[src/gpio_result_pkg.sv]
// Constants and types for the measurement result and pin register map
// ============================================================
// Function
// - Auxiliary input two and three results read at addresses 10100, 10101.
// - Battery input one and two results read at addresses 10110, 10111.
// - Single-ended and differential temperature results read at 11000, 11001.
// - First pressure result reads at address 11010.
// - Result registers are read-only and read zero after reset.
// - Extended writes carry prefix 1111b in the top four word bits.
// - Next four bits pick the pin register; low eight bits are data.
// - First pin config register: write 0000, read 11011, resets zero.
// - Second pin config register: write 0001, read 11100, resets zero.
// - Pin data register: write 0010, read 11101, bits 7..4 pins 1..4.
// - Alert enable bits 4 and 0 let a pin raise the alert.
// - Direction bits 5 and 1: zero output, one input.
// - Polarity bits 6 and 2: zero active low, one active high.
// - Function select bits pick analog input or pin; pin four has none.
// - Second register: pin three in bits 7..4, pin four 2..0, bit 3 unused.
package gpio_result_pkg;

	// ============================================================
	// Word format
	localparam int         WORD_W      = 16;
	localparam int         PREFIX_MSB  = 15;
	localparam int         PREFIX_LSB  = 12;
	localparam int         SUB_MSB     = 11;
	localparam int         SUB_LSB     = 8;
	localparam logic [3:0] EXT_PREFIX  = 4'hF;
	localparam int         RES_W       = 12;
	localparam int         ADDR_W      = 5;

	// ============================================================
	// Read addresses
	localparam logic [4:0] RD_AUX_2    = 5'h14;
	localparam logic [4:0] RD_AUX_3    = 5'h15;
	localparam logic [4:0] RD_BAT_1    = 5'h16;
	localparam logic [4:0] RD_BAT_2    = 5'h17;
	localparam logic [4:0] RD_TEMP_SE  = 5'h18;
	localparam logic [4:0] RD_TEMP_DF  = 5'h19;
	localparam logic [4:0] RD_PRESS1   = 5'h1A;
	localparam logic [4:0] RD_CFG_A    = 5'h1B;
	localparam logic [4:0] RD_CFG_B    = 5'h1C;
	localparam logic [4:0] RD_DATA     = 5'h1D;
	localparam int         NUM_RES     = 7;

	// ============================================================
	// Extended write addresses
	localparam logic [3:0] WR_CFG_A    = 4'h0;
	localparam logic [3:0] WR_CFG_B    = 4'h1;
	localparam logic [3:0] WR_DATA     = 4'h2;

	// ============================================================
	// Field positions and reset values
	localparam int         HI_NIB      = 4;
	localparam int         F_ALERT     = 0;
	localparam int         F_DIR       = 1;
	localparam int         F_POL       = 2;
	localparam int         F_SEL       = 3;
	localparam logic [7:0] CFG_RST     = 8'h00;
	localparam logic [3:0] DATA_RST    = 4'h0;
	localparam logic [7:0] CFG_B_MASK  = 8'hF7;
	localparam logic [11:0] RES_RST    = 12'h000;

	// ============================================================
	// Types
	typedef struct packed {
		logic       sel;
		logic       pol;
		logic       dir;
		logic       alert;
	} pin_cfg_s;

	typedef struct packed {
		logic [4:0]  addr;
		logic [11:0] value;
	} result_upd_s;

endpackage : gpio_result_pkg

[src/gpio_result_regs.sv]
// Result registers and pin register block behind the serial word port
`timescale 1ns/1ps
module gpio_result_regs (
	// Clock and reset
	input  wire logic                         clk,
	input  wire logic                         reset,
	// Deserialised data word from the serial port
	input  wire logic                         word_valid,
	input  wire logic [15:0]                  word,
	// Read address held by the control register
	input  wire logic [4:0]                   read_addr,
	output logic      [11:0]                  read_data_q,
	// Converter results
	input  wire logic                         result_valid,
	input  wire gpio_result_pkg::result_upd_s result_upd,
	// Pins one to four, index 3 is pin one
	input  wire logic [3:0]                   pin_in,
	output logic      [3:0]                   pin_out,
	output logic      [3:0]                   pin_oe,
	// Alert source and analog routing
	output logic                              alert_src_q,
	output logic      [2:0]                   aux_route_q
);

	logic [11:0] res_q [gpio_result_pkg::NUM_RES];
	logic [7:0]  cfg_a_q;
	logic [7:0]  cfg_b_q;
	logic [3:0]  data_q;
	logic [3:0]  level;
	logic [3:0]  active;
	logic [3:0]  data_rd;
	logic [3:0]  cfg_nib [4];
	logic        ext_wr;
	logic [3:0]  sub;
	logic [4:0]  res_idx;
	logic [11:0] rd_d;

	assign ext_wr = word_valid & (word[gpio_result_pkg::PREFIX_MSB:
		gpio_result_pkg::PREFIX_LSB] == gpio_result_pkg::EXT_PREFIX);
	assign sub    = word[gpio_result_pkg::SUB_MSB:gpio_result_pkg::SUB_LSB];

	// ============================================================
	// Result store, written only by the converter
	assign res_idx = result_upd.addr - gpio_result_pkg::RD_AUX_2;

	always_ff @(posedge clk) begin
		if (reset) begin
			for (int i = 0; i < gpio_result_pkg::NUM_RES; i++) begin
				res_q[i] <= gpio_result_pkg::RES_RST;
			end
		end else if (result_valid
			&& result_upd.addr >= gpio_result_pkg::RD_AUX_2
			&& result_upd.addr <= gpio_result_pkg::RD_PRESS1) begin
			res_q[res_idx[2:0]] <= result_upd.value;
		end
	end

	// ============================================================
	// Pin registers
	always_ff @(posedge clk) begin
		if (reset) begin
			cfg_a_q <= gpio_result_pkg::CFG_RST;
			cfg_b_q <= gpio_result_pkg::CFG_RST;
			data_q  <= gpio_result_pkg::DATA_RST;
		end else if (ext_wr) begin
			case (sub)
				gpio_result_pkg::WR_CFG_A: cfg_a_q <= word[7:0];
				// Bit 3 is not stored, so it always reads zero
				gpio_result_pkg::WR_CFG_B: cfg_b_q <= word[7:0]
					& gpio_result_pkg::CFG_B_MASK;
				gpio_result_pkg::WR_DATA:  data_q <= word[7:4];
				default: ;
			endcase
		end
	end

	// Nibble order: pin one, two, three, four
	assign cfg_nib[3] = cfg_a_q[7:4];
	assign cfg_nib[2] = cfg_a_q[3:0];
	assign cfg_nib[1] = cfg_b_q[7:4];
	assign cfg_nib[0] = cfg_b_q[3:0];

	for (genvar p = 0; p < 4; p++) begin : g_pin
		pin_slice #(.HAS_SELECT(p != 0)) u_pin (
			.clk      (clk),
			.reset    (reset),
			.cfg      (gpio_result_pkg::pin_cfg_s'(cfg_nib[p])),
			.data_bit (data_q[p]),
			.pin_in   (pin_in[p]),
			.pin_out  (pin_out[p]),
			.pin_oe   (pin_oe[p]),
			.level_q  (level[p]),
			.active_q (active[p])
		);
		assign data_rd[p] = cfg_nib[p][gpio_result_pkg::F_DIR]
			? level[p] : data_q[p];
	end

	always_ff @(posedge clk) begin
		if (reset) begin
			alert_src_q <= 1'b0;
			aux_route_q <= 3'h0;
		end else begin
			alert_src_q <= |active;
			aux_route_q <= {cfg_a_q[7], cfg_a_q[3], cfg_b_q[7]};
		end
	end

	// ============================================================
	// Read path: one cycle from address to data
	always_comb begin
		rd_d = 12'h000;
		case (read_addr)
			gpio_result_pkg::RD_AUX_2:   rd_d = res_q[0];
			gpio_result_pkg::RD_AUX_3:   rd_d = res_q[1];
			gpio_result_pkg::RD_BAT_1:   rd_d = res_q[2];
			gpio_result_pkg::RD_BAT_2:   rd_d = res_q[3];
			gpio_result_pkg::RD_TEMP_SE: rd_d = res_q[4];
			gpio_result_pkg::RD_TEMP_DF: rd_d = res_q[5];
			gpio_result_pkg::RD_PRESS1:  rd_d = res_q[6];
			gpio_result_pkg::RD_CFG_A:   rd_d = {4'h0, cfg_a_q};
			gpio_result_pkg::RD_CFG_B:   rd_d = {4'h0, cfg_b_q};
			gpio_result_pkg::RD_DATA:    rd_d = {4'h0, data_rd, 4'h0};
			default:                     rd_d = 12'h000;
		endcase
	end

	always_ff @(posedge clk) begin
		if (reset) begin
			read_data_q <= 12'h000;
		end else begin
			read_data_q <= rd_d;
		end
	end

	// ============================================================
	// Checks
	chk_cfg_a_write: assert property (@(posedge clk) disable iff (reset)
		ext_wr && sub == 4'h0 |=> cfg_a_q == $past(word[7:0]))
		else $error("config A write lost");
	chk_cfg_b_bit3: assert property (@(posedge clk) disable iff (reset)
		cfg_b_q[3] == 1'b0)
		else $error("config B bit 3 set");
	chk_non_ext_ignored: assert property (@(posedge clk)
		disable iff (reset)
		word_valid && word[15:12] != 4'hF |=> $stable(cfg_a_q)
		&& $stable(cfg_b_q) && $stable(data_q))
		else $error("plain write touched pin registers");
	chk_data_low_zero: assert property (@(posedge clk) disable iff (reset)
		read_addr == 5'h1D ##1 1'b1 |-> read_data_q[3:0] == 4'h0
		&& read_data_q[11:8] == 4'h0)
		else $error("data register unused bits nonzero");
	chk_result_read: assert property (@(posedge clk) disable iff (reset)
		result_valid && result_upd.addr == 5'h14 ##1 read_addr == 5'h14
		&& !result_valid |=> read_data_q == $past(result_upd.value, 2))
		else $error("aux two result mismatch");
	chk_press_read: assert property (@(posedge clk) disable iff (reset)
		read_addr == 5'h1A |=> read_data_q == $past(res_q[6]))
		else $error("pressure result mismatch");
	chk_out_drive: assert property (@(posedge clk) disable iff (reset)
		cfg_b_q[1] == 1'b0 ##1 cfg_b_q[1] == 1'b0 |-> pin_oe[0])
		else $error("pin four not driven as output");
	chk_input_release: assert property (@(posedge clk)
		disable iff (reset)
		cfg_a_q[5] ##1 cfg_a_q[5] |-> !pin_oe[3])
		else $error("input pin one driven");
	chk_alert_mask: assert property (@(posedge clk) disable iff (reset)
		(cfg_a_q[4] | cfg_a_q[0] | cfg_b_q[4] | cfg_b_q[0]) == 1'b0
		[*3] |=> !alert_src_q)
		else $error("alert raised while all masked");
	chk_result_reset: assert property (@(posedge clk)
		$fell(reset) |-> res_q[2] == 12'h000)
		else $error("result not zero after reset");

	// ============================================================
	// Checks: write port

	chk_cfg_b_write: assert property (@(posedge clk)
		disable iff (reset) ext_wr && sub == gpio_result_pkg::WR_CFG_B
		|=> cfg_b_q == ($past(word[7:0]) & gpio_result_pkg::CFG_B_MASK))
		else $error("config B write lost");

	chk_data_write: assert property (@(posedge clk)
		disable iff (reset) ext_wr && sub == gpio_result_pkg::WR_DATA
		|=> data_q == $past(word[7:4]))
		else $error("data register write lost");

	chk_bad_sub: assert property (@(posedge clk)
		disable iff (reset) ext_wr && sub > gpio_result_pkg::WR_DATA
		|=> $stable(cfg_a_q) && $stable(cfg_b_q) && $stable(data_q))
		else $error("unmapped extended write took effect");

	chk_idle_hold: assert property (@(posedge clk)
		disable iff (reset) !word_valid
		|=> $stable(cfg_a_q) && $stable(cfg_b_q) && $stable(data_q))
		else $error("pin register changed without a write");

	// ============================================================
	// Checks: read port

	chk_cfg_a_read: assert property (@(posedge clk)
		disable iff (reset) read_addr == gpio_result_pkg::RD_CFG_A
		|=> read_data_q == {4'h0, $past(cfg_a_q)})
		else $error("config A read mismatch");

	chk_cfg_b_read: assert property (@(posedge clk)
		disable iff (reset) read_addr == gpio_result_pkg::RD_CFG_B
		|=> read_data_q == {4'h0, $past(cfg_b_q)})
		else $error("config B read mismatch");

	chk_aux_three_read: assert property (@(posedge clk)
		disable iff (reset) read_addr == gpio_result_pkg::RD_AUX_3
		|=> read_data_q == $past(res_q[1]))
		else $error("aux three result mismatch");

	chk_bat_two_read: assert property (@(posedge clk)
		disable iff (reset) read_addr == gpio_result_pkg::RD_BAT_2
		|=> read_data_q == $past(res_q[3]))
		else $error("battery two result mismatch");

	chk_temp_se_read: assert property (@(posedge clk)
		disable iff (reset) read_addr == gpio_result_pkg::RD_TEMP_SE
		|=> read_data_q == $past(res_q[4]))
		else $error("single ended temperature mismatch");

	chk_temp_df_read: assert property (@(posedge clk)
		disable iff (reset) read_addr == gpio_result_pkg::RD_TEMP_DF
		|=> read_data_q == $past(res_q[5]))
		else $error("differential temperature mismatch");

	chk_out_read: assert property (@(posedge clk)
		disable iff (reset) !cfg_b_q[gpio_result_pkg::F_DIR]
		&& read_addr == gpio_result_pkg::RD_DATA
		|=> read_data_q[4] == $past(data_q[0]))
		else $error("output pin four read mismatch");

	chk_in_read: assert property (@(posedge clk)
		disable iff (reset) cfg_a_q[5]
		&& read_addr == gpio_result_pkg::RD_DATA
		|=> read_data_q[7] == $past(level[3]))
		else $error("input pin one read mismatch");

	// ============================================================
	// Checks: result store

	chk_result_store: assert property (@(posedge clk)
		disable iff (reset) result_valid
		&& result_upd.addr == gpio_result_pkg::RD_BAT_1
		|=> res_q[2] == $past(result_upd.value))
		else $error("battery one result not stored");

	chk_press_store: assert property (@(posedge clk)
		disable iff (reset) result_valid
		&& result_upd.addr == gpio_result_pkg::RD_PRESS1
		|=> res_q[6] == $past(result_upd.value))
		else $error("pressure result not stored");

	chk_result_hold: assert property (@(posedge clk)
		disable iff (reset) !result_valid |=> $stable(res_q[0])
		&& $stable(res_q[1]) && $stable(res_q[2]) && $stable(res_q[3])
		&& $stable(res_q[4]) && $stable(res_q[5]) && $stable(res_q[6]))
		else $error("result changed without an update");

	chk_result_range: assert property (@(posedge clk)
		disable iff (reset) result_valid
		&& (result_upd.addr < gpio_result_pkg::RD_AUX_2
		|| result_upd.addr > gpio_result_pkg::RD_PRESS1)
		|=> $stable(res_q[0]) && $stable(res_q[1]) && $stable(res_q[2])
		&& $stable(res_q[3]) && $stable(res_q[4]) && $stable(res_q[5])
		&& $stable(res_q[6]))
		else $error("out of range update stored");

	// ============================================================
	// Checks: pins

	chk_unsel_release: assert property (@(posedge clk)
		disable iff (reset) !cfg_a_q[7] ##1 !cfg_a_q[7] |-> !pin_oe[3])
		else $error("analog pin one driven");

	chk_out_follow: assert property (@(posedge clk)
		disable iff (reset) 1'b1 |=> pin_out == $past(data_q))
		else $error("pin drive does not follow data register");

	chk_output_no_alert: assert property (@(posedge clk)
		disable iff (reset) (cfg_a_q[5] | cfg_a_q[1] | cfg_b_q[5]
		| cfg_b_q[1]) == 1'b0 [*3] |=> !alert_src_q)
		else $error("alert raised with no input pin");

	// A level change must have been seen by both late filter stages
	chk_level_filter: assert property (@(posedge clk)
		disable iff (reset) $changed(level[0])
		|-> level[0] == $past(pin_in[0], 4)
		&& level[0] == $past(pin_in[0], 3))
		else $error("pin four level bypassed its filter");

	chk_route_follow: assert property (@(posedge clk)
		disable iff (reset) 1'b1 |=> aux_route_q == {$past(cfg_a_q[7]),
		$past(cfg_a_q[3]), $past(cfg_b_q[7])})
		else $error("analog routing does not follow select bits");

	chk_reset_idle: assert property (@(posedge clk)
		$fell(reset) |-> pin_oe == 4'h0 && !alert_src_q
		&& read_data_q == 12'h000)
		else $error("outputs not idle after reset");

	cov_ext_data_write: cover property (@(posedge clk) disable iff (reset)
		ext_wr && sub == 4'h2);
	cov_alert: cover property (@(posedge clk) disable iff (reset)
		$rose(alert_src_q));
	cov_result_read: cover property (@(posedge clk) disable iff (reset)
		result_valid ##1 read_addr == result_upd.addr);
	cov_bad_sub: cover property (@(posedge clk) disable iff (reset)
		ext_wr && sub > gpio_result_pkg::WR_DATA);
	cov_input_read: cover property (@(posedge clk) disable iff (reset)
		read_addr == gpio_result_pkg::RD_DATA && cfg_a_q[5]);

endmodule : gpio_result_regs

[src/pin_slice.sv]
// One shared pin: input filter, drive and alert qualification
`timescale 1ns/1ps
module pin_slice #(
	parameter bit HAS_SELECT = 1'b1
) (
	// Clock and reset
	input  wire logic                      clk,
	input  wire logic                      reset,
	// Settings
	input  wire gpio_result_pkg::pin_cfg_s cfg,
	input  wire logic                      data_bit,
	// Pin
	input  wire logic                      pin_in,
	output logic                           pin_out,
	output logic                           pin_oe,
	// Status
	output logic                           level_q,
	output logic                           active_q
);

	logic sync1_q;
	logic sync2_q;
	logic sync3_q;
	logic is_pin;

	// Pin four has no analog alternative, so it is always a pin
	assign is_pin = HAS_SELECT ? cfg.sel : 1'b1;

	// ============================================================
	// Input filter: a change counts once two late stages agree
	always_ff @(posedge clk) begin
		if (reset) begin
			sync1_q <= 1'b0;
			sync2_q <= 1'b0;
			sync3_q <= 1'b0;
		end else begin
			sync1_q <= pin_in;
			sync2_q <= sync1_q;
			sync3_q <= sync2_q;
		end
	end

	always_ff @(posedge clk) begin
		if (reset) begin
			level_q <= 1'b0;
		end else if (sync2_q == sync3_q) begin
			level_q <= sync3_q;
		end
	end

	// ============================================================
	// Drive and alert
	always_ff @(posedge clk) begin
		if (reset) begin
			pin_oe  <= 1'b0;
			pin_out <= 1'b0;
		end else begin
			pin_oe  <= is_pin & ~cfg.dir;
			pin_out <= data_bit;
		end
	end

	// Polarity one means a high level is the active state
	always_ff @(posedge clk) begin
		if (reset) begin
			active_q <= 1'b0;
		end else begin
			active_q <= is_pin & cfg.dir & cfg.alert
				& (level_q == cfg.pol);
		end
	end

endmodule : pin_slice
[config.mk]
export PLATFORM = sky130hd
export DESIGN_NAME = gpio_result_regs
export DESIGN_NICKNAME = d
export VERILOG_FILES = /design/src/gpio_result_pkg.sv /design/src/gpio_result_regs.sv /design/src/pin_slice.sv
export SDC_FILE = /design/constraint.sdc
export NUM_CORES = 1
export LEC_CHECK = 0
export BUFFER_PORTS_ARGS = -buffer_cell sky130_fd_sc_hd__buf_4
export CELL_PAD_IN_SITES_DETAIL_PLACEMENT = 1
export CELL_PAD_IN_SITES_GLOBAL_PLACEMENT = 1
export CORE_MARGIN = 2
export CORE_UTILIZATION = 50
export DETAILED_ROUTE_END_ITERATION = 8
export PLACE_DENSITY = 0.89
export SETUP_SLACK_MARGIN = 0.3
export SLEW_MARGIN = 20
export SYNTH_ARGS = -nofsm -noshare
export SYNTH_HDL_FRONTEND = slang
export SYNTH_SLANG_ARGS = --single-unit
[constraint.sdc]
create_clock -name clk -period 2.7 [get_ports clk]
set_input_delay 0.135 -clock clk [delete_from_list [all_inputs] [get_ports clk]]
set_output_delay 0.135 -clock clk [all_outputs]
set_load 0.02 [all_outputs]
== Word-level counts from Yosys, hierarchy flattened ==
Memory sizes are Yosys's and may differ from the RTL's.
Index checks and enable logic that the tools add are counted.

* Register bits after elaboration: 63
* Bits in writable memories: 84
* Bits of input ports: 46
* Logic and storage cells: 99
* Memories: 1

* $add $sub $neg: 1
* Order comparisons: 2
* Equality and inequality tests: 21
* Mux-type cells: 13
* Bitwise logic cells: 19
* Reduce and logical (&&, ||, !) cells: 8

{| class="wikitable"
|+ Memories
! memory !! depth !! bits a word !! read ports !! clocked after memory_dff !! write ports !! RTL line !! source
|-
| res_q || 7 || 12 || 7 || 0 || 7 || gpio_result_regs.sv:25 || <nowiki>logic [11:0] res_q [gpio_result_pkg::NUM_RES];</nowiki>
|}

{| class="wikitable"
|+ Operators with widths
! cell !! count
|-
| 12-bit case mux with 10 select lines || 1
|-
| 5-bit equality test (second input constant) || 10
|-
| 1-bit AND || 15
|-
| 12-bit two-way mux || 1
|-
| 12-bit OR reduction || 1
|-
| 1-bit two-way mux || 10
|-
| 1-bit equality test || 8
|-
| 2-bit AND reduction || 3
|-
| 5-bit >= comparator (second input constant) || 1
|-
| 5-bit <= comparator (second input constant) || 1
|-
| 4-bit by 1-bit equality test with 1-bit output (second input constant) || 1
|-
| 4-bit by 2-bit equality test with 1-bit output (second input constant) || 1
|-
| 4-bit equality test (second input constant) || 1
|-
| 4-bit zero test || 1
|-
| 1-bit inverter || 4
|-
| 4-bit OR reduction || 1
|-
| 3-bit two-way mux || 1
|-
| 3-bit subtractor (second input constant) || 1
|-
| 1-bit logical AND || 2
|}

== Longest topological paths before layout ==
* Word-level depth: 8
* Gate-level depth with buffers: 7
* Depth with buffers taken out: 4

== Hierarchy ==
A second synthesis with hierarchy kept.

* Cell total of the unflattened synthesis: 536
* Area, all modules: 6,277.3 um2

{| class="wikitable"
|+ Modules (own cells, without submodules)
! module !! instances !! cells each !! area an instance (um2)
|-
| gpio_result_regs || 1 || 461 || 5,385.2
|-
| pin_slice (g_pin[1].u_pin ...) || 3 || 19 || 229.0
|-
| pin_slice (g_pin[0].u_pin) || 1 || 18 || 205.2
|}

== Worst setup path after synthesis ==
OpenSTA, ideal clock, no wires.

* Kind: input to register
* From: input port reset
* To: memory res_q[2][0] (enable)
* Arrival time: 1,416 ps
* Slack: 887 ps
* Stages: 3
* Path buffers: 0
* Cell sequence: and3b_1 > nand2_1 > o21ai_0

{| class="wikitable"
|+ RTL lines
! element !! RTL line !! source
|-
| start, declared || gpio_result_regs.sv:6 || <nowiki>input wire logic reset,</nowiki>
|-
| end, declared || gpio_result_regs.sv:25 ||
|}

==> metrics <==
dpl hpwl 11,480 um; input/output buffers 69; min-delay src word[3]; wire length on met3 1449 um; Clk Latency, worst-skew pair 440 ps; Setup crit end kind flip-flop; CTS root buf clkbuf_16; max incr delay on CP 540 ps; vias in the first global route 4,944; leakage power 2.936 nW; GP Congestion 0.8721; setup tns final 0 ps; Syn Std Cell Area 0.006295 mm^2; placeable core region 0.01216 mm^2; Overflow after GRT 0; largest net degree at the start of global routing 49; area grow syn2layout 20.65%; antenna diode count 0; CP Cell Sequence dlygate4sd3_1 -> buf_4 -> and3b_1 -> nand2_1 -> nor3_1 -> buf_4 -> or2_2; H-tree depth 4; global-route wire length before repair 29,900 um; top layer in use met4; width of the die 116.2 um; final hold vios 0; Worst-Margin Slew 985.4 ps; routed metal-1 wirelength 7765 um; Worst path slowest cell dlygate4sd3_1; outcome finished clean; total number of vias 4,673; antenna viol nets, final 0; Post-Synthesis Cells 530; crit path DAT 2230 ps; # clock sinks 147; unrepaired setup endpoints after global routing false; worst setup margin 534.4 ps; Reg2Reg Capture Point read_data_q[4]; Clock Skew 15.69 ps; Net count, final 646; drt pass-1 iters 5; crit path launch type primary input; Slew HR 0.3406; cell depth of the worst hold path 3; Yosys cell types 50; Die Y 116.2 um; async set or reset register ratio after synthesis 0; CTS buffer count 17; Post-synth EDFFs 72; clock slew at reported path FFs 60 ps; Synthesized Nets 576; Final Slew Violations 0; critical-path maximum fanout 13; Initial Util 0.5176; main flop type after synthesis dfxtp_1; Worst R2R Setup Slack 1250 ps; max frequency 461.8 MHz; initial antenna violation count 0; io pins 70; row count 40; Crit Path Category in2reg; reg2reg start res_q[3][4]; maximum VDD drop 0.0004583 V; fin crit share 0.8021; Yosys warning total 0; # DRC 0; GRT Util Overall 0.3085; Final Core Density 0.6245; Hold WC Path Type in2reg; DRT iter0 DRCs 496; Max-Cap Viols 0; sequential fraction of the synthesis area 0.5820; # resized after CTS 0; WHS Endpoint cfg_a_q[3]; drt wl/cell 25.29 um; r2r worst-path depth 3; post-detailed-route via-to-cell ratio 5.983; CTS tree yes; most frequent CP cell buf_4; Max clock buf depth 2; worst path required time 2770 ps; metal2 WL 9721 um; Tot Pwr 5.223 mW; final WL 19,750 um; share of layout cells above drive strength 1 0.2104; Final setup violation count 0; Synth Register Bits 147; # fillers 1,238; syn_area_per_cell 11.88 um^2; minimum clock period after layout 2166 ps; die area 0.01350 mm^2; Pwr Density 687.7 mW/mm^2; Buf/Inv on CP 3; pre-CTS setup slack 712.2 ps; CP top delay family simple AND/OR/NAND/NOR gates
==> worst max path at each step <==
stage | start | end | slack, ps | cells after the start
after global placement | read_addr[0] | read_data_q[6] | 770 | 5
final | reset | res_q[0][4] | 530 | 7
after floorplan | reset | res_q[2][0] | 890 | 3
after CTS | reset | res_q[0][9] | 600 | 7
after global routing | reset | res_q[3][0] | 450 | 6
after detailed placement | reset | res_q[0][7] | 710 | 6
==> layout by cell type, fill, tap and decap left out, types with 7 or more instances in the layout <==
| cell type | n |
|---|---|
| dlygate4sd3_1 | 13 |
| nand3_1 | 7 |
| nor2_1 | 37 |
| nor2b_1 | 26 |
| buf_4 | 77 |
| nand2_1 | 25 |
| and2_1 | 72 |
| mux2i_1 | 38 |
| clkbuf_16 | 17 |
| a21oi_1 | 14 |
| edfxtp_1 | 72 |
| mux2_2 | 11 |
| dfxtp_1 | 75 |
| a22o_1 | 7 |
| nor3_1 | 7 |
| a22oi_1 | 9 |
| o21ai_0 | 10 |
==> worst reg2reg max path: cells and delay by family, from the launching register on <==
kind / cells / cell delay, ps
compound gates: 2 / 390
mux: 1 / 540
flops: 1 / 360
==> power by group <==
part	leakage [nW]	switching [mW]	total (mW)	internal [mW]
combinational	1.35	0.198	0.328	0.130
sequential	1.29	0.0278	2.44	2.41
clock	0.297	0.930	2.46	1.53
total	2.94	1.16	5.22	4.07
==> flip-flops by register name, summed over array words and instances (netlist names), 7 cells and up <==
name / cells
read_data_q: 12
cfg_a_q: 8
res_q: 84
cfg_b_q: 7
==> routing by layer <==
metal	vias to the layer above	global-route usage
li1	2021	-
met1	2359	0.3738
met2	231	0.5053
met3	62	0.07992
met4	0	0.1706
met5	-	0
==> synthesized netlist by cell type (2+ instances only) <==
cell | n | area, um^2
dfxtp_1 | 75 | 1501
and2_1 | 72 | 450.4
edfxtp_1 | 72 | 2162
mux2i_1 | 38 | 380.4
nor2_1 | 37 | 138.9
nor2b_1 | 26 | 162.7
nand2_1 | 25 | 93.84
clkbuf_1 | 15 | 56.30
a21oi_1 | 14 | 70.07
buf_2 | 12 | 60.06
mux2_2 | 11 | 123.9
o21ai_0 | 10 | 50.05
a22oi_1 | 9 | 67.56
buf_4 | 9 | 67.56
a22o_1 | 7 | 61.31
nand3_1 | 7 | 35.03
nor3_1 | 7 | 35.03
and3b_1 | 6 | 52.55
inv_1 | 6 | 22.52
nand3b_1 | 6 | 45.04
o2bb2ai_1 | 6 | 52.55
a31oi_1 | 5 | 31.28
a32oi_1 | 5 | 43.79
and3_1 | 4 | 25.02
mux4_2 | 4 | 90.09
xor2_1 | 4 | 35.03
a21o_1 | 3 | 22.52
and4b_1 | 3 | 30.03
nand2b_1 | 3 | 18.77
o211ai_1 | 3 | 22.52
or2_2 | 3 | 18.77
a221oi_1 | 2 | 17.52
a2bb2oi_1 | 2 | 17.52
clkbuf_8 | 2 | 27.53
nor3b_1 | 2 | 15.01
==> per-stage QoR <==
step	cell area (um^2)	hold WS (ps)	instances
after CTS	7595	9.312	781
after floorplan	6295	236.5	530
after detailed placement	6867	353.1	736
after global placement	6860	343.9	736
after global routing	7595	9.003	781
final	7595	12.60	781
==> logic make-up after synthesis <==
kind of cell | count (synthesis) | synth area share
simple gates | 210 | 0.1994
flops | 147 | 0.5820
compound gates | 71 | 0.07971
mux | 53 | 0.09441
buf+inv | 45 | 0.03896
xor+xnor | 4 | 0.005565
==> layout make-up <==
cell class                 instances  area [um^2]  area share
multi-input combinational        338         2392      0.3150
clock inverter                    13        165.2     0.02175
clock buffer                      19        432.9     0.05700
timing repair buffer              90        708.2     0.09325
inverter                           6        22.52    0.002965
tap                              168        210.2     0.02768
sequential                       147         3664      0.4824
==> repair_timing <==
action | 4_1_cts | 5_1_grt
endpoints found under the setup margin | 0 | 0
buffers inserted | 0 | 0
hold buffers | 13 | 0
endpoints found under the hold margin | 19 | 0
No activity file was read; power rests on OpenSTA's default activity.
